`src/hdl/usb_pkg.sv`:
```
// Purpose: constants for the shadow receive/transmit byte alias of the second serial port
// Assumes: one clock (ref_clk, 40 MHz), synchronous active-high reset
// Notes:   register offsets are byte addresses on a plain strobe port
//
// Overview of operation
// - alias sits in one word-sized location
// - read returns byte from serial or infrared
// - fifo off: unread byte overwritten, overrun
// - fifo on: read pops receive fifo head
// - full receive fifo keeps entries, drops new
// - dropped character also flags overrun
// - written byte sent on serial or infrared
// - fifo off: one write clears empty flag
// - fifo off: further writes overwrite pending
// - fifo on: sixteen writes fill fifo
// - write to full transmit fifo is dropped
package usb_pkg;

  // ---------------------------------------------------------------
  // register map
  // ---------------------------------------------------------------
  localparam logic [31:0] USB_ALIAS_OFFSET = 32'h5000_1140; // shadow byte alias
  localparam logic [31:0] USB_CTRL_OFFSET  = 32'h5000_1180; // control: fifo enable, ir mode
  localparam logic [31:0] USB_STAT_OFFSET  = 32'h5000_1184; // line status
  localparam logic [31:0] USB_IRQS_OFFSET  = 32'h5000_1188; // sticky events, write one clears
  localparam logic [31:0] USB_MASK_OFFSET  = 32'h5000_118c; // interrupt mask

  // ---------------------------------------------------------------
  // field positions
  // ---------------------------------------------------------------
  localparam int USB_CTRL_FIFO_EN_BIT = 0; // fifo enable
  localparam int USB_CTRL_IR_MODE_BIT = 1; // infrared mode
  localparam int USB_STAT_READY_BIT   = 0; // receive data ready
  localparam int USB_STAT_OE_BIT      = 1; // overrun seen
  localparam int USB_STAT_HOLD_EMPTY_BIT = 5; // transmit holding empty
  localparam int USB_STAT_TEMT_BIT    = 6; // transmitter idle
  localparam int USB_EV_OVERRUN_BIT   = 0; // event: overrun
  localparam int USB_EV_RX_BIT        = 1; // event: character received
  localparam int USB_EV_HOLD_EMPTY_BIT = 2; // event: holding empty rose

  // ---------------------------------------------------------------
  // widths, depths, resets, timing
  // ---------------------------------------------------------------
  localparam int          USB_FIFO_DEPTH = 16;          // characters per fifo
  localparam int          USB_PTR_W      = 4;           // fifo pointer width
  localparam logic [15:0] USB_ALIAS_RST  = 16'h0000;    // alias reset value
  localparam logic [1:0]  USB_CTRL_RST   = 2'h0;        // fifo off, serial mode
  localparam logic [2:0]  USB_MASK_RST   = 3'h0;        // all events masked
  localparam int          USB_CLK_HZ     = 40_000_000;  // ref_clk rate
  localparam int          USB_BAUD       = 1_000_000;   // line bit rate
  localparam int          USB_BIT_CYC    = USB_CLK_HZ / USB_BAUD; // cycles per bit
  localparam int          USB_IR_CYC     = (USB_BIT_CYC * 3) / 16; // infrared pulse width

  // ---------------------------------------------------------------
  // line engine states
  // ---------------------------------------------------------------
  typedef enum logic [1:0] {USB_IDLE, USB_START, USB_DATA, USB_STOP} usb_line_e;

endpackage : usb_pkg

```
`src/hdl/usb_fifo_mem.sv`:
```
// Purpose: sixteen by eight storage for one character fifo
// Assumes: one write port, one read port, registered read data
// Notes:   no reset on the array, read data reset to zero
`timescale 1ns/1ps
`default_nettype none
module usb_fifo_mem (
  input  wire logic                       ref_clk,  // clock
  input  wire logic                       rst,      // sync reset
  input  wire logic                       wr_en,    // write strobe
  input  wire logic [usb_pkg::USB_PTR_W-1:0] wr_addr, // write address
  input  wire logic [7:0]                 wr_data,  // write data
  input  wire logic [usb_pkg::USB_PTR_W-1:0] rd_addr, // read address
  output logic      [7:0]                 rd_data   // registered read data
);

  // ---------------------------------------------------------------
  // storage
  // ---------------------------------------------------------------
  logic [7:0] mem_q [usb_pkg::USB_FIFO_DEPTH]; // character array

  // write and registered read
  always_ff @(posedge ref_clk) begin
    if (wr_en) begin
      mem_q[wr_addr] <= wr_data;
    end
    if (rst) begin
      rd_data <= 8'h00;
    end else begin
      rd_data <= mem_q[rd_addr];
    end
  end

endmodule : usb_fifo_mem // usb_fifo_mem
`default_nettype wire

```
`src/hdl/usb_shadow_byte.sv`:
```
// Purpose: shadow receive/transmit byte alias with line engines and fifos
// Assumes: pins ser_in and ir_in are asynchronous and synchronised here
// Notes:   fifo memories: rx in usb_fifo_mem, tx kept as flops
//
// Local design decision: the strobed register port.
`timescale 1ns/1ps
`default_nettype none
module usb_shadow_byte (
  input  wire logic        ref_clk,     // 40 MHz clock
  input  wire logic        rst,         // sync reset, active high
  input  wire logic [31:0] bus_addr,    // byte address
  input  wire logic [31:0] bus_wdata,   // write data
  input  wire logic        bus_wr,      // write strobe
  input  wire logic        bus_rd,      // read strobe
  output logic      [31:0] bus_rdata,   // read data, cycle after strobe
  input  wire logic        ser_in,      // serial receive pin
  input  wire logic        ir_in,       // infrared receive pin
  output logic             ser_out,     // serial transmit pin
  output logic             ir_out_n,    // infrared transmit pin, active low
  output logic             irq          // level interrupt
);

  // ---------------------------------------------------------------
  // state
  // ---------------------------------------------------------------
  localparam int PW = usb_pkg::USB_PTR_W;

  typedef struct packed {
    logic [1:0]  sync_a;      // first synchroniser stage (ser, ir)
    logic [1:0]  sync_b;      // second stage
    logic [1:0]  ctrl;        // fifo enable, ir mode
    logic [2:0]  mask;        // interrupt mask
    logic [2:0]  ev;          // sticky events
    logic [31:0] rdata;       // read data register
    logic        rd_sel_fifo; // last read came from rx fifo
    logic [7:0]  rx_buf;      // single receive buffer
    logic        rx_ready;    // data ready (non-fifo)
    logic [7:0]  ir_hold;     // infrared zero bit stretch
    logic        oe;          // overrun status
    logic [PW:0] rx_cnt;      // rx fifo level
    logic [PW-1:0] rx_wp;     // rx write pointer
    logic [PW-1:0] rx_rp;     // rx read pointer
    usb_pkg::usb_line_e rx_st; // receiver state
    logic [7:0]  rx_sh;       // receiver shift
    logic [2:0]  rx_bit;      // receiver bit index
    logic [7:0]  rx_tc;       // receiver tick counter
    logic [127:0] tx_mem;     // tx fifo storage
    logic [PW:0] tx_cnt;      // tx fifo level (holding holds one when fifo off)
    logic [PW-1:0] tx_wp;     // tx write pointer
    logic [PW-1:0] tx_rp;     // tx read pointer
    usb_pkg::usb_line_e tx_st; // transmitter state
    logic [7:0]  tx_sh;       // transmit shift
    logic [2:0]  tx_bit;      // transmit bit index
    logic [7:0]  tx_tc;       // transmit tick counter
    logic        tx_line;     // current line level
    logic        hold_empty_prev; // previous holding empty
  } usb_state_s;

  usb_state_s s_q, s_d; // registered state and next value

  logic [7:0] rx_head;    // head of rx fifo from memory
  logic       rx_push;    // write into rx memory
  logic [7:0] rx_char;    // character being pushed

  // address match helper used by both strobes
  function automatic logic hit(input logic [31:0] a, input logic [31:0] base);
    return a == base;
  endfunction

  // rx fifo memory, head captured at the edge that takes the read
  usb_fifo_mem u_rx_mem (
    .ref_clk (ref_clk),
    .rst     (rst),
    .wr_en   (rx_push),
    .wr_addr (s_q.rx_wp),
    .wr_data (rx_char),
    .rd_addr (s_q.rx_rp),
    .rd_data (rx_head)
  );

  // ---------------------------------------------------------------
  // next state
  // ---------------------------------------------------------------
  always_comb begin
    logic       fifo_en;     // fifo mode
    logic       ir_mode;     // infrared mode
    logic       rx_pin;      // selected receive line
    logic       rx_done;     // character completed this cycle
    logic       hold_empty;  // transmit holding empty
    logic       alias_rd;    // alias read
    logic       alias_wr;    // alias write
    logic       pop_tx;      // transmitter takes a character
    logic [2:0] set_ev;      // event pulses
    s_d      = s_q;
    rx_push  = 1'b0;
    rx_char  = s_q.rx_sh;
    set_ev   = 3'h0;
    rx_done  = 1'b0;
    pop_tx   = 1'b0;
    rx_pin   = 1'b1;
    hold_empty = (s_q.tx_cnt == '0);
    fifo_en  = s_q.ctrl[usb_pkg::USB_CTRL_FIFO_EN_BIT];
    ir_mode  = s_q.ctrl[usb_pkg::USB_CTRL_IR_MODE_BIT];
    alias_rd = bus_rd && hit(bus_addr, usb_pkg::USB_ALIAS_OFFSET);
    alias_wr = bus_wr && hit(bus_addr, usb_pkg::USB_ALIAS_OFFSET);

    // pin synchronisers
    s_d.sync_a = {ir_in, ser_in};
    s_d.sync_b = s_q.sync_a;
    // infrared zero bits are short high pulses: stretch each past mid-bit
    if (s_q.sync_b[1]) begin
      s_d.ir_hold = 8'(usb_pkg::USB_BIT_CYC / 2);
    end else if (s_q.ir_hold != 8'h00) begin
      s_d.ir_hold = s_q.ir_hold - 8'h01;
    end
    rx_pin = ir_mode ? !(s_q.sync_b[1] || s_q.ir_hold != 8'h00) : s_q.sync_b[0];

    // receiver: start, eight data bits lsb first, stop
    s_d.rx_tc = s_q.rx_tc + 8'h01;
    case (s_q.rx_st)
      usb_pkg::USB_IDLE: begin
        s_d.rx_tc = 8'h00;
        if (!rx_pin) begin
          s_d.rx_st = usb_pkg::USB_START;
        end
      end
      usb_pkg::USB_START: begin
        if (s_q.rx_tc == 8'(usb_pkg::USB_BIT_CYC / 2)) begin
          s_d.rx_tc  = 8'h00;
          s_d.rx_bit = 3'h0;
          s_d.rx_st  = rx_pin ? usb_pkg::USB_IDLE : usb_pkg::USB_DATA;
        end
      end
      usb_pkg::USB_DATA: begin
        if (s_q.rx_tc == 8'(usb_pkg::USB_BIT_CYC - 1)) begin
          s_d.rx_tc  = 8'h00;
          s_d.rx_sh  = {rx_pin, s_q.rx_sh[7:1]};
          s_d.rx_bit = s_q.rx_bit + 3'h1;
          if (s_q.rx_bit == 3'h7) begin
            s_d.rx_st = usb_pkg::USB_STOP;
          end
        end
      end
      usb_pkg::USB_STOP: begin
        if (s_q.rx_tc == 8'(usb_pkg::USB_BIT_CYC - 1)) begin
          rx_done   = 1'b1;
          s_d.rx_st = usb_pkg::USB_IDLE;
        end
      end
      default: s_d.rx_st = usb_pkg::USB_IDLE;
    endcase

    // alias read: capture data, pop fifo
    if (alias_rd && fifo_en && s_q.rx_cnt != '0) begin
      s_d.rx_rp  = s_q.rx_rp + 1'b1;
      s_d.rx_cnt = s_q.rx_cnt - 1'b1;
    end else if (alias_rd && !fifo_en) begin
      s_d.rx_ready = 1'b0;
    end
    // fifo-mode alias reads answer from the memory register
    s_d.rd_sel_fifo = alias_rd && fifo_en;

    // received character lands
    if (rx_done) begin
      set_ev[usb_pkg::USB_EV_RX_BIT] = 1'b1;
      if (fifo_en) begin
        if (s_d.rx_cnt == 5'(usb_pkg::USB_FIFO_DEPTH)) begin
          set_ev[usb_pkg::USB_EV_OVERRUN_BIT] = 1'b1;
        end else begin
          rx_push    = 1'b1;
          s_d.rx_wp  = s_q.rx_wp + 1'b1;
          s_d.rx_cnt = s_d.rx_cnt + 1'b1;
        end
      end else begin
        if (s_d.rx_ready) begin
          set_ev[usb_pkg::USB_EV_OVERRUN_BIT] = 1'b1;
        end
        s_d.rx_buf   = s_q.rx_sh;
        s_d.rx_ready = 1'b1;
      end
    end
    if (set_ev[usb_pkg::USB_EV_OVERRUN_BIT]) begin
      s_d.oe = 1'b1;
    end

    // transmitter engine
    s_d.tx_tc = s_q.tx_tc + 8'h01;
    case (s_q.tx_st)
      usb_pkg::USB_IDLE: begin
        s_d.tx_tc   = 8'h00;
        s_d.tx_line = 1'b1;
        if (s_q.tx_cnt != '0) begin
          pop_tx      = 1'b1;
          s_d.tx_sh   = fifo_en ? s_q.tx_mem[s_q.tx_rp*8 +: 8] : s_q.tx_mem[7:0];
          s_d.tx_line = 1'b0;
          s_d.tx_st   = usb_pkg::USB_START;
        end
      end
      usb_pkg::USB_START: begin
        if (s_q.tx_tc == 8'(usb_pkg::USB_BIT_CYC - 1)) begin
          s_d.tx_tc   = 8'h00;
          s_d.tx_bit  = 3'h0;
          s_d.tx_line = s_q.tx_sh[0];
          s_d.tx_st   = usb_pkg::USB_DATA;
        end
      end
      usb_pkg::USB_DATA: begin
        if (s_q.tx_tc == 8'(usb_pkg::USB_BIT_CYC - 1)) begin
          s_d.tx_tc  = 8'h00;
          s_d.tx_sh  = {1'b1, s_q.tx_sh[7:1]};
          s_d.tx_bit = s_q.tx_bit + 3'h1;
          s_d.tx_line = (s_q.tx_bit == 3'h7) ? 1'b1 : s_q.tx_sh[1];
          if (s_q.tx_bit == 3'h7) begin
            s_d.tx_st = usb_pkg::USB_STOP;
          end
        end
      end
      usb_pkg::USB_STOP: begin
        if (s_q.tx_tc == 8'(usb_pkg::USB_BIT_CYC - 1)) begin
          s_d.tx_st = usb_pkg::USB_IDLE;
        end
      end
      default: s_d.tx_st = usb_pkg::USB_IDLE;
    endcase
    if (pop_tx) begin
      s_d.tx_rp  = fifo_en ? s_q.tx_rp + 1'b1 : s_q.tx_rp;
      s_d.tx_cnt = s_q.tx_cnt - 1'b1;
    end
    // pending write lands after the pop so a same-cycle write is not lost
    if (alias_wr) begin
      if (!fifo_en) begin
        s_d.tx_mem[7:0] = bus_wdata[7:0];
        s_d.tx_cnt      = 5'h01;
      end else if (s_q.tx_cnt != 5'(usb_pkg::USB_FIFO_DEPTH)) begin
        s_d.tx_mem[s_q.tx_wp*8 +: 8] = bus_wdata[7:0];
        s_d.tx_wp  = s_q.tx_wp + 1'b1;
        s_d.tx_cnt = s_d.tx_cnt + 1'b1;
      end
      // full fifo: write dropped, contents untouched
    end
    // rising holding empty raises its event
    s_d.hold_empty_prev = hold_empty;
    if (hold_empty && !s_q.hold_empty_prev) begin
      set_ev[usb_pkg::USB_EV_HOLD_EMPTY_BIT] = 1'b1;
    end

    // control and interrupt registers
    if (bus_wr && hit(bus_addr, usb_pkg::USB_CTRL_OFFSET)) begin
      s_d.ctrl = bus_wdata[1:0];
      if (bus_wdata[0] != fifo_en) begin
        // fifo mode change flushes both queues
        s_d.rx_cnt = '0;
        s_d.rx_wp  = '0;
        s_d.rx_rp  = '0;
        s_d.tx_cnt = '0;
        s_d.tx_wp  = '0;
        s_d.tx_rp  = '0;
      end
    end
    if (bus_wr && hit(bus_addr, usb_pkg::USB_MASK_OFFSET)) begin
      s_d.mask = bus_wdata[2:0];
    end
    // write one clears; a same-cycle event wins
    s_d.ev = s_q.ev;
    if (bus_wr && hit(bus_addr, usb_pkg::USB_IRQS_OFFSET)) begin
      s_d.ev = s_q.ev & ~bus_wdata[2:0];
    end
    s_d.ev = s_d.ev | set_ev;
    // overrun status clears on status read, event wins
    if (bus_rd && hit(bus_addr, usb_pkg::USB_STAT_OFFSET)) begin
      s_d.oe = set_ev[usb_pkg::USB_EV_OVERRUN_BIT];
    end

    // read data: registered at the strobe edge; fifo-mode alias data comes from the memory instead
    s_d.rdata = 32'h0;
    if (bus_rd) begin
      if (hit(bus_addr, usb_pkg::USB_CTRL_OFFSET)) begin
        s_d.rdata[1:0] = s_q.ctrl;
      end else if (hit(bus_addr, usb_pkg::USB_STAT_OFFSET)) begin
        s_d.rdata[usb_pkg::USB_STAT_READY_BIT] =
          fifo_en ? (s_q.rx_cnt != '0) : s_q.rx_ready;
        s_d.rdata[usb_pkg::USB_STAT_OE_BIT] = s_q.oe;
        s_d.rdata[usb_pkg::USB_STAT_HOLD_EMPTY_BIT] = hold_empty;
        s_d.rdata[usb_pkg::USB_STAT_TEMT_BIT] = hold_empty && s_q.tx_st == usb_pkg::USB_IDLE;
      end else if (hit(bus_addr, usb_pkg::USB_IRQS_OFFSET)) begin
        s_d.rdata[2:0] = s_q.ev;
      end else if (hit(bus_addr, usb_pkg::USB_MASK_OFFSET)) begin
        s_d.rdata[2:0] = s_q.mask;
      end else if (alias_rd && !fifo_en) begin
        s_d.rdata[7:0] = s_q.rx_buf;
      end
    end
  end

  // ---------------------------------------------------------------
  // registers
  // ---------------------------------------------------------------
  always_ff @(posedge ref_clk) begin
    if (rst) begin
      s_q        <= '0;
      s_q.sync_a <= 2'h1; // idle levels: serial high, infrared low
      s_q.sync_b <= 2'h1;
      s_q.ctrl   <= usb_pkg::USB_CTRL_RST;
      s_q.mask   <= usb_pkg::USB_MASK_RST;
      s_q.rx_st  <= usb_pkg::USB_IDLE;
      s_q.tx_st  <= usb_pkg::USB_IDLE;
      s_q.tx_line <= 1'b1;
      s_q.hold_empty_prev <= 1'b1;
    end else begin
      s_q <= s_d;
    end
  end

  // ---------------------------------------------------------------
  // outputs
  // ---------------------------------------------------------------
  // fifo-mode alias reads show the fifo head; upper half and word above stay zero
  assign bus_rdata = s_q.rd_sel_fifo ? {24'h0, rx_head} : s_q.rdata;
  // serial output idles high in infrared mode
  assign ser_out  = s_q.ctrl[usb_pkg::USB_CTRL_IR_MODE_BIT] ? 1'b1 : s_q.tx_line;
  // infrared: low pulse for the first part of each zero bit
  assign ir_out_n = !(s_q.ctrl[usb_pkg::USB_CTRL_IR_MODE_BIT] && !s_q.tx_line
                      && s_q.tx_tc < 8'(usb_pkg::USB_IR_CYC));
  assign irq = |(s_q.ev & s_q.mask);

endmodule : usb_shadow_byte // usb_shadow_byte
`default_nettype wire

```
`config.mk`:
```
export PLATFORM = sky130hd
export DESIGN_NAME = usb_shadow_byte
export DESIGN_NICKNAME = d
export VERILOG_FILES = /design/src/hdl/usb_pkg.sv /design/src/hdl/usb_fifo_mem.sv /design/src/hdl/usb_shadow_byte.sv
export SDC_FILE = /design/constraint.sdc
export NUM_CORES = 1
export LEC_CHECK = 0
export ABC_CLOCK_PERIOD_IN_PS = 2960
export BUFFER_PORTS_ARGS = -buffer_cell sky130_fd_sc_hd__buf_2
export CAP_MARGIN = 25
export CORE_MARGIN = 4
export CORE_UTILIZATION = 50
export DETAILED_ROUTE_END_ITERATION = 8
export HOLD_SLACK_MARGIN = 0.06
export PLACE_DENSITY = 0.73
export SLEW_MARGIN = 20
export SYNTH_ARGS = -nofsm -noshare
export SYNTH_HDL_FRONTEND = slang
export SYNTH_SLANG_ARGS = --single-unit
```
`constraint.sdc`:
```
create_clock -name ref_clk -period 2.96 [get_ports ref_clk]
set_clock_uncertainty 0.1 [all_clocks]
set_input_delay 0.74 -clock ref_clk [delete_from_list [all_inputs] [get_ports ref_clk]]
set_output_delay 0.74 -clock ref_clk [all_outputs]
set_load 0.05 [all_outputs]
```
---- After elaboration in Yosys (flattened, before gate mapping) ----
Memory sizes are Yosys's and may differ from the RTL's. A register that Yosys moved wholly into a read port is not among the register bits.
Index checks and enable logic that the tools add are counted.
operators by class
  order comparisons ....................... 1
  shifts and indexed selects .............. 3
  add/subtract/negate cells ............... 14
  reduce and logical (&&, ||, !) cells .... 47
  equality and inequality tests ........... 30
  bitwise logic cells ..................... 7
  mux-type cells .......................... 75
operators by type and width
  cell                                                                       count
  32-bit by 31-bit equality test with 1-bit output (second input constant)   5
  128-bit bitwise mux                                                        1
  8-bit by 34-bit variable shift with 128-bit output (first input constant)  1
  128-bit by 8-bit indexed part select with 8-bit output                     1
  8-bit by 34-bit indexed part select with 128-bit output                    1
  13-bit two-way mux                                                         5
  9-bit two-way mux                                                          4
  7-bit negator with 34-bit output                                           1
  32-bit two-way mux                                                         1
  5-bit two-way mux                                                          6
  9-bit case mux with 3 select lines                                         1
  1-bit two-way mux                                                          24
  2-bit two-way mux                                                          12
  8-bit case mux with 3 select lines                                         1
  22-bit two-way mux                                                         1
  21-bit two-way mux                                                         1
  2-bit != test (second input constant)                                      10
  17-bit two-way mux                                                         1
  4-bit by 1-bit adder with 4-bit output (second input constant)             4
  8-bit by 1-bit adder with 8-bit output (second input constant)             2
  8-bit by 6-bit equality test with 1-bit output (second input constant)     2
  4-bit two-way mux                                                          4
  8-bit two-way mux                                                          2
  2-bit case mux with 4 select lines                                         2
  39 further kinds                                                           84
word-level totals
  output and inout port bits .............. 35
  memories ................................ 1
  word-level logic and storage cells ...... 212
  register bits ........................... 261
  memory bits (writable) .................. 128
memories
  name            words  bits a word  read ports  clocked after Yosys merged registers in  write ports  line                source
  u_rx_mem.mem_q  16     8            1           1                                        1            usb_fifo_mem.sv:19  logic [7:0] mem_q [usb_pkg::USB_FIFO_DEPTH];

---- Logic depth before layout (Yosys ltp) ----
Gate-level depths: netlist (run 1).
  word-level depth ........................ 11
  gate-level depth with buffers ........... 13
  depth with buffers taken out ............ 10

---- Cells and area by module ----
Synthesis (run 1) repeated with hierarchy kept, for this count alone.
unflattened totals
  cells, all modules ...................... 1498
  area total of the unflattened synthesis .. 17045.1 um^2
modules (own cells, without submodules)
  module           area an instance (um^2)  cells an instance  sequential area each (um^2)  instances
  usb_shadow_byte  11871.4                  1271               4744.6                       1
  usb_fifo_mem     5173.7                   227                4003.8                       1

---- Worst setup path after synthesis (run 1) ----
No wires, ideal clock.
  path type ............................... input to register
  start ................................... in bus_addr[3]
  end ..................................... mem u_rx_mem.mem_q[10][0], enable pin
  data arrival time ....................... 2750 ps
  setup slack ............................. -221 ps
  data required time ...................... 2528 ps
  stages on the path ...................... 7
  cells stage by stage .................... buf_4 or4b_4 nor4_4 mux2i_2 a21oi_4 buf_6 and3_1
on the way
  longest elaborated chain between the ends .. 11
RTL lines
  element                                           line                    source
  from (decl)                                       usb_shadow_byte.sv:11   input wire logic [31:0] bus_addr,
  32-bit by 31-bit equality test with 1-bit output  usb_shadow_byte.sv:67   return a == base;
  1-bit logical AND                                 usb_shadow_byte.sv:104  alias_rd = bus_rd && hit(bus_addr, usb_pkg::USB_ALIAS_OFFSET);
  1-bit logical AND (2 in series)                   usb_shadow_byte.sv:154  if (alias_rd && fifo_en && s_q.rx_cnt != '0) begin
  5-bit two-way mux                                 usb_shadow_byte.sv:154
  5-bit equality test                               usb_shadow_byte.sv:167  if (s_d.rx_cnt == 5'(usb_pkg::USB_FIFO_DEPTH)) begin
  1-bit two-way mux                                 usb_shadow_byte.sv:167
  1-bit two-way mux                                 usb_shadow_byte.sv:166  if (fifo_en) begin
  1-bit two-way mux                                 usb_shadow_byte.sv:164  if (rx_done) begin
  1-bit two-way mux                                 usb_fifo_mem.sv:23      if (wr_en) begin
  1-bit two-way mux (implied by the code)           usb_fifo_mem.sv:24      mem_q[wr_addr] <= wr_data;
  to (decl)                                         usb_fifo_mem.sv:19
Every way passes these cells.

---- Worst setup path after layout (run 1) ----
  start ................................... reg s_q[194] (netlist bit)
  end ..................................... mem u_rx_mem.mem_q[1][6], enable pin
on the way
  longest elaborated chain between the ends .. 9
  elaborated cells on any way between the ends .. 10
RTL lines
  element                                                                                              line                    source
  from (decl)                                                                                          usb_shadow_byte.sv:59   usb_state_s s_q, s_d;
  parallel branches: the longest is 2 deep, another holds 5-bit by 1-bit subtractor with 5-bit output  --
  5-bit two-way mux *                                                                                  usb_shadow_byte.sv:154
  5-bit equality test *                                                                                usb_shadow_byte.sv:167
  1-bit two-way mux *                                                                                  usb_shadow_byte.sv:167
  1-bit two-way mux *                                                                                  usb_shadow_byte.sv:166
  1-bit two-way mux *                                                                                  usb_shadow_byte.sv:164
  1-bit two-way mux *                                                                                  usb_fifo_mem.sv:23
  1-bit two-way mux (implied by the code) *                                                            usb_fifo_mem.sv:24
Every way passes the cells marked *.

==> metrics.md, run 1 <==
| Metric | Value |
|---|---|
| RSZ-0062 raised after global routing | no |
| PortBufs | 56 |
| Ys async rst share | 0 |
| Vias/cell | 5.871 |
| Status | completed |
| Critical R2R Capture | u_rx_mem.mem_q[1][6] |
| Synth cell count leaders | dfxtp_1 (245), nor2_1 (162), edfxtp_1 (128) |
| Max VDD drop | 0.5969 mV |
| ANT nets after route | 0 |
| Starting density of the core | 0.5108 |
| Clock Tree Root | clkbuf_16 |
| Filler Cells Inserted | 2,614 |
| Hold Buf Count CTS | 0 |
| DRT Wirelength | 40.60 mm |
| Leak | 7.246 nW |
| Initial DRC count | 1,105 |
| Worst-Skew Late Latency | 0.53 ns |
| CP max stage cell | a21oi_4 |
| P&R area growth vs syn | 15.67% |
| Top-count cell post-synth | dfxtp_1 |
| H-tree Lvls | 2 |
| Drt wl/cell | 19.99 um |
| Setup crit end | u_rx_mem.mem_q[1][6] |
| Number of global-route vias before repair | 11,660 |
| Worst hold path class | in2reg |
| Critical Path RT | 3.11 ns |
| Largest net degree at the start of global routing | 68 |
| Finish-stage setup viols | 0 |
| Die height | 191.0 um |
| Cell count of the worst reg-to-reg path | 9 |
| Max Cap Viol | 0 |
| Fin crit share | 0.9430 |
| Vias | 11,920 |
| Hold Slack | 0.2983 ns |
| Initial antenna violation count | 2 |
| Mapped Cells | 1,448 |
| Rel. slew slack | 0.3497 |
| CP endpoint kind | flop |
| Drt pass-1 iters | 8 |
| CP Launch Type | flop |
| Final count of hold timing violations | 0 |
| R2R setup slack | 0.17 ns |
| Fmax | 0.3583 GHz |
| Crit Path Max Fanout | 17 |
| Crit path largest cell delay | 0.39 ns |
| Core area | 32,780 um^2 |
| Synthesized flop and latch total | 373 |
| Layout cells sized above 1 | 0.2280 |
| Library cells used by synthesis | 80 |
| Top delay family on crit path | simple AND/OR/NAND/NOR gates |
| All-layer global routing usage | 0.2235 |
| Post-synth EDFFs | 128 |
| Ys flop type | dfxtp_1 |
| # rows | 66 |
| PD cells | 608.4 nW/um^2 |
| DP HPWL | 27.59 mm |
| Final Max Tran Viols | 0 |
| Period minus WS final | 2.791 ns |
| Synthesized cell area | 16,750 um^2 |
| Yosys top cell area share | 0.2929 |
| Worst Setup SP | s_q[194] |
| Worst-margin pin slew | 0.9681 ns |
| Reg area | 8751 um^2 |
| Critical path depth | 9 |
| Worst path cell trace | inv_1 -> ha_1 -> or4b_1 -> nand3_1 -> nor4_4 -> mux2i_2 -> a21oi_4 -> and3_1 -> buf_12 |
| Yosys synthesis warning count | 0 |
| Dominant cells by area after synthesis | dfxtp_1 (29%), edfxtp_1 (23%), mux4_2 (11%) |
| Clock sink count | 373 |
| CTS buffer count | 40 |
| DRC | 0 |
| Sequential share of the synthesized area | 0.5224 |
| I/O pin total | 105 |
| Crit path buf inv count | 2 |
| Max clock buf depth | 3 |
| Area occupied by multi-input gates | 7463 um^2 |
| Avg Cell Area, Syn | 11.57 um^2 |
| Fin nets | 1,653 |
| Yosys top cell by area | dfxtp_1 |
| Worst EP arrival | 2.94 ns |
| Routability congestion estimate | 0.8722 |
| Full die area | 36,490 um^2 |
| Die Width | 191.0 um |
| WS Path Type | reg2reg |
| Reg clk slew, reported paths | 0.06 ns |
| Final TNS setup | 0 ns |
| CTS tree | built |
| GRT overflow | 0 |
| First-pass GRT wire length | 64.18 mm |
| RR Startpoint | s_q[194] |
==> kinds of logic after synthesis <==
kind of cell               count (synthesis)  share of synthesized area
buffers and inverters                    140                    0.04034
DFF                                      373                     0.5224
muxes                                    178                     0.1687
other                                      1                  0.0002239
xor gates and xnor gates                  39                    0.02040
and+or+nand+nor                          514                     0.1652
AOI/OAI and AO/OA                        181                    0.06634
adders and majority gates                 22                    0.01644
==> power breakdown <==
part	leakage [nW]	internal (mW)	total [mW]	switching (mW)
registers	3.17	5.43	5.58	0.146
clock network	0.637	2.94	4.92	1.98
logic	3.44	0.507	1.28	0.777
total	7.25	8.88	11.8	2.91
==> flip-flops by register name (all words and copies together) (netlist names) <==
name / count
s_q: 227
u_rx_mem.mem_q: 128
rx_char: 8
u_rx_mem.rd_data: 8
s_d: 2
==> how the worst min path moves through the flow <==
stage / from / to / slack [ns] / cells after the start
after floorplan: s_d[257] / s_q[257] / 0.29 / 1
after global placement: s_d[257] / s_q[257] / 0.30 / 1
after detailed placement: s_d[257] / s_q[257] / 0.31 / 1
after CTS: ser_in / s_d[257] / 0.29 / 2
after global routing: ser_in / s_d[257] / 0.29 / 2
final: ser_in / s_d[257] / 0.30 / 2
==> metrics by stage <==
| stage | power [mW] | std cells | util | cell area (um^2) | setup slack, ns |
|---|---|---|---|---|---|
| after floorplan | 6.629 | 1471 | - | 16880 | -0.02649 |
| after global placement | 6.913 | 1961 | 0.5510 | 18060 | -0.1842 |
| after detailed placement | 6.966 | 1961 | 0.5510 | 18060 | -0.2166 |
| after CTS | 11.87 | 2030 | 0.5907 | 19370 | 0.1776 |
| after global routing | 12.27 | 2030 | 0.5908 | 19370 | 0.01159 |
| final | 11.79 | 2031 | 0.5909 | 19370 | 0.1688 |
==> per-layer routing <==
metal  up-vias  track usage  wire (um)
li1       5493            -          -
met1      5833       0.3134      17320
met2       502       0.3524      18770
met3        92      0.04474       3274
met4         4      0.07210       1208
met5         -            0         27
==> worst reg2reg max path: stages (launching register included) <==
cell	delay [ns]
dfxtp_1	0.37
inv_1	0.10
ha_1	0.18
or4b_1	0.24
nand3_1	0.18
nor4_4	0.39
mux2i_2	0.14
a21oi_4	0.39
and3_1	0.29
buf_12	0.14
==> placed cells by master (no fill, tap or decap), types with 11 or more instances in the layout <==
master       n
nor2_1     162
edfxtp_1   128
xnor2_1     21
mux4_2      82
nand3b_1    34
mux2_2      11
nand2_1    107
nand3_1     38
nor2b_1     16
dfxtp_1    243
clkbuf_16   40
buf_2       55
conb_1      24
xor2_1      18
mux2i_1     84
o21ai_0     46
and3_1      17
nor3_1      18
a21oi_1     62
and2_1      19
nand4_1     21
inv_1       28
ha_1        22
buf_4       94
==> final cells by class <==
class / count / area share
Tap cell: 442 / 0.02855
Inverter: 28 / 0.005426
Clock buffer: 53 / 0.05833
Antenna cell: 1 / 0.0001292
Timing Repair Buffer: 160 / 0.06156
Clock inverter: 16 / 0.008978
Sequential cell: 373 / 0.4517
Multi-Input combinational cell: 958 / 0.3853
==> what timing repair did <==
| action | CTS | global route |
|---|---|---|
| endpoints found under the setup margin | 0 | 14 |
| buffers inserted | 0 | 0 |
| gates resized for setup | 0 | 1 |
| hold endpoints to repair | 0 | 0 |
Power figures use the tool's default switching activity.
==> inputs of run 2 (changes only) <==
--- a/config.mk
+++ b/config.mk
@@ -6,7 +6,7 @@
 export NUM_CORES = 1
 export LEC_CHECK = 0
 export ABC_CLOCK_PERIOD_IN_PS = 2960
-export BUFFER_PORTS_ARGS = -buffer_cell sky130_fd_sc_hd__buf_2
+export BUFFER_PORTS_ARGS = -buffer_cell sky130_fd_sc_hd__buf_4
 export CAP_MARGIN = 25
 export CORE_MARGIN = 4
 export CORE_UTILIZATION = 50
@@ -16,4 +16,5 @@
 export SLEW_MARGIN = 20
 export SYNTH_ARGS = -nofsm -noshare
 export SYNTH_HDL_FRONTEND = slang
+export SYNTH_HIERARCHICAL = 1
 export SYNTH_SLANG_ARGS = --single-unit
==> run 2 against run 1 <==
Sequential share of layout area shrank 2.0 points; critical path type is now in2reg; sequential power down 2%; area after synthesis rose by 1.8%.
==> metrics.md, run 2 <==
| Metric | Value |
|---|---|
| Max FFs per register | 227 (unchanged) |
| Top-count cell post-synth | dfxtp_1 |
| Max VDD drop | 0.3938 mV (-34%) |
| Vias | 12,250 (+2.7%) |
| PD cells | 564.0 nW/um^2 (-7.3%) |
| ANT nets after route | 0 (unchanged) |
| PortBufs | 56 (unchanged) |
| Clock Tree Root | clkbuf_16 |
| Logic pwr share | 0.101 (-0.008) |
| Simple-gate share of the synthesized area | 0.1673 (+0.002106) |
| Compound-gate portion of the synthesized area | 0.06298 (-0.003361) |
| Number of global-route vias before repair | 12,030 (+3.2%) |
| GRT overflow | 0 (unchanged) |
| Hold depth | 2 (unchanged) |
| Yosys synthesis warning count | 6 (+6) |
| DRT Wirelength | 41.83 mm (+3.0%) |
| Finish-stage setup viols | 0 (unchanged) |
| Reg clk slew, reported paths | 0.06 ns (about the same) |
| Synthesized flop and latch total | 373 (unchanged) |
| Largest family of logic cells by synthesized area | multiplexers |
| H-tree Lvls | 2 (unchanged) |
| Rel. slew slack | 0.4345 (+0.08487) |
| Fmax | 0.3430 GHz (-4.3%) |
| CTS tree | built |
| Critical Path RT | 3.11 ns (about the same) |
| Starting density of the core | 0.5071 (-0.003786) |
| Total power | 11.44 mW (-2.9%) |
| DP HPWL | 28.02 mm (+1.6%) |
| Hold Buf Count CTS | 0 (unchanged) |
| Max Cap Viol | 0 (unchanged) |
| Hold Path Origin | ser_in |
| RR Startpoint | s_q[194] |
| Dominant cells by area after synthesis | dfxtp_1 (29%), edfxtp_1 (23%), mux2i_1 (7.7%) |
| CP endpoint kind | flop |
| Final Max Tran Viols | 0 (unchanged) |
| Switching portion of total power | 0.2437 (-0.002807) |
| Post-synthesis mux area share | 0.1822 (+0.01350) |
| CTS buffer count | 40 (unchanged) |
| Most common cell after layout, fill and taps aside | dfxtp_1 |
| Cell count of the worst reg-to-reg path | 10 (+1) |
| Critical R2R Capture | u_rx_mem/mem_q[0][7] |
| Adder-Cell Fraction of Synth Area | 0.01674 (+0.0003001) |
| Largest net degree at the start of global routing | 98 (+44%) |
| Post CTS Setup Buffer Count | 0 (unchanged) |
| Sequential share of the synthesized area | 0.5132 (-0.009126) |
| Full die area | 37,110 um^2 (+1.7%) |
| Core Util, Final | 0.6036 (+0.01277) |
| Biggest register | s_q |
| Top Registers | s_q x227, u_rx_mem/mem_q x128 |
| Switching power | 2.789 mW (-4.0%) |
| Clock sink count | 373 (unchanged) |
| Yosys top cell by area | dfxtp_1 |
| CP Launch Type | primary input |
| Fin crit share | 0.9851 (+0.04209) |
| Max clock buf depth | 3 (unchanged) |
| WS Path Type | in2reg |
| Worst path cell trace | buf_4 -> nor4b_4 -> buf_4 -> nand4_1 -> buf_4 -> nor3_1 -> xnor2_1 -> a21oi_4 -> or3b_4 -> nor3_4 -> buf_12 |
| Synth cell count leaders | dfxtp_1 (245), nor2_1 (209), mux2i_1 (131) |
| Initial antenna violation count | 0 (-2) |
| P&R area growth vs syn | 19.05% |
| Top delay family on crit path | simple AND/OR/NAND/NOR gates |
| R2R setup slack | 0.08 ns (-0.09 ns) |
| Most frequent cell on the critical path | buf_4 |
| Clock share of power | 0.419 (about the same) |
| Status | completed |
| Worst-margin pin slew | 0.8471 ns (-0.1210 ns) |
| Core area | 33,620 um^2 (+2.5%) |
| Synthesized cell area | 17,050 um^2 (+1.8%) |
| Layout cells sized above 1 | 0.2175 (-0.01049) |
| CP max stage cell | or3b_4 |
| Die Width | 192.6 um (+0.85%) |
| Routability congestion estimate | 0.8598 (-1.4%) |
| Commonest non-fill, non-tap cells in the layout | dfxtp_1 (242), nor2_1 (197), buf_4 (146) |
| Crit path buf inv count | 4 (+2) |
| Vias/cell | 5.810 (-1.0%) |
| Initial DRC count | 930 (-16%) |
| Crit path largest cell delay | 0.46 ns (+0.07 ns) |
| Crit Path Max Fanout | 8 (-9) |
| Hold Slack | 0.3082 ns (+0.009834 ns) |
| Die height | 192.6 um (+0.85%) |
| Placed Area | 19,010 um^2 (+5.2%) |
| Ys flop type | dfxtp_1 |
| Library cells used by synthesis | 80 (unchanged) |
| First-pass GRT wire length | 65.69 mm (+2.4%) |
| Leak | 6.981 nW (-3.6%) |
| Period minus WS final | 2.916 ns (+0.1246 ns) |
| Drt pass-1 iters | 5 (-3) |
| Mapped Cells | 1,498 (+3.5%) |
| XOR/XNOR Fraction of Synth Area | 0.01850 (-0.001898) |
| Final count of hold timing violations | 0 (unchanged) |
| I/O pin total | 105 (unchanged) |
| Final TNS setup | 0 ns (unchanged) |
| Post-route cell area | 20,290 um^2 (+4.8%) |
| Fin nets | 1,724 (+4.3%) |
| Seq pwr share | 0.479 (+0.006) |
| Worst EP arrival | 3.06 ns (+0.12 ns) |
| Internal power | 8.655 mW (-2.5%) |
| Ys async rst share | 0 (unchanged) |
| Worst-Skew Late Latency | 0.53 ns (about the same) |
| Avg Cell Area, Syn | 11.38 um^2 (-1.6%) |
| Worst hold path class | in2reg |
| Hold EP | s_d[257] |
| Drt wl/cell | 19.84 um (-0.73%) |
| # rows | 67 (+1.5%) |
| Filler Cells Inserted | 2,676 (+2.4%) |
| Yosys top cell area share | 0.2877 (-0.005116) |
| Antenna cells | 0 (-1) |
| DRC | 0 (unchanged) |
| All-layer global routing usage | 0.2252 (+0.001726) |
| Post-synth EDFFs | 128 (unchanged) |
==> run 2: cell types whose count changed after synthesis, sizes merged, moves of 10 or more <==
cell / before / now
nor2: 163 / 209
a22oi: 10 / 20
mux4: 82 / 72
nand3b: 35 / 5
mux2i: 85 / 131
nand2: 107 / 87
nor3: 19 / 31
and2: 19 / 33
and3: 28 / 10
or3: 2 / 21
nand4: 25 / 15
o21ai: 53 / 35
==> run 2: metrics by stage <==
step	setup WS [ns]	std cells
after CTS	0.01285	2108
after global placement	-0.7134	2037
after global routing	-0.006086	2108
after detailed placement	-0.6839	2038
after floorplan	-0.2353	1521
final	0.04418	2108
==> run 2: timing repair <==
action | 4_1_cts | 5_1_grt
hold endpoints to repair | 0 | 0
gates resized for setup | 6 | 2
endpoints found under the setup margin | 105 | 25
pin swaps | 1 | 0
==> run 2: cell families after synthesis <==
logic type                 Yosys count
other                                1
xor gates and xnor gates            36
and+or+nand+nor                    541
buffers and inverters              136
muxes                              213
adders and majority gates           23
AOI/OAI and AO/OA                  175
DFF                                373
==> run 2: worst max path at each step <==
stage / cells past startpoint / endpoint / slack (ns) / startpoint
after floorplan: 7 / u_rx_mem/mem_q[0][0] / -0.24 / bus_addr[27]
after global placement: 11 / u_rx_mem/mem_q[0][3] / -0.71 / bus_addr[2]
after detailed placement: 11 / u_rx_mem/mem_q[0][0] / -0.68 / bus_addr[2]
after CTS: 11 / u_rx_mem/mem_q[0][2] / 0.01 / bus_addr[2]
after global routing: 10 / u_rx_mem/mem_q[0][2] / -0.006 / s_q[194]
final: 11 / u_rx_mem/mem_q[0][7] / 0.04 / bus_addr[2]
==> run 2: layout make-up <==
type	instances	area [um^2]	area share
Timing Repair Buffer	176	1668	0.08219
Tap cell	448	560.5	0.02762
Multi-Input combinational cell	1012	7954	0.3920
Inverter	29	108.9	0.005364
Clock inverter	13	163.9	0.008077
Clock buffer	57	1085	0.05346
Sequential cell	373	8752	0.4313
==> run 2: metal layers <==
metal  wire [um]  part of all wire  track usage
met1       17880              0.43       0.3158
met5           0                 0            0
met2       20080              0.48       0.3668
met3        2774             0.066      0.03220
met4        1096             0.026      0.06610
==> run 2: power by group through the flow <==
stage | clock network, mW | registers (mW) | logic, mW
4_1_cts | 4.89 | 5.48 | 1.16
2_1_floorplan | 0 | 5.56 | 0.890
6_report | 4.80 | 5.48 | 1.16
3_3_place_gp | 0 | 5.59 | 1.12
3_5_place_dp | 0 | 5.59 | 1.15
5_1_grt | 5.12 | 5.50 | 1.30
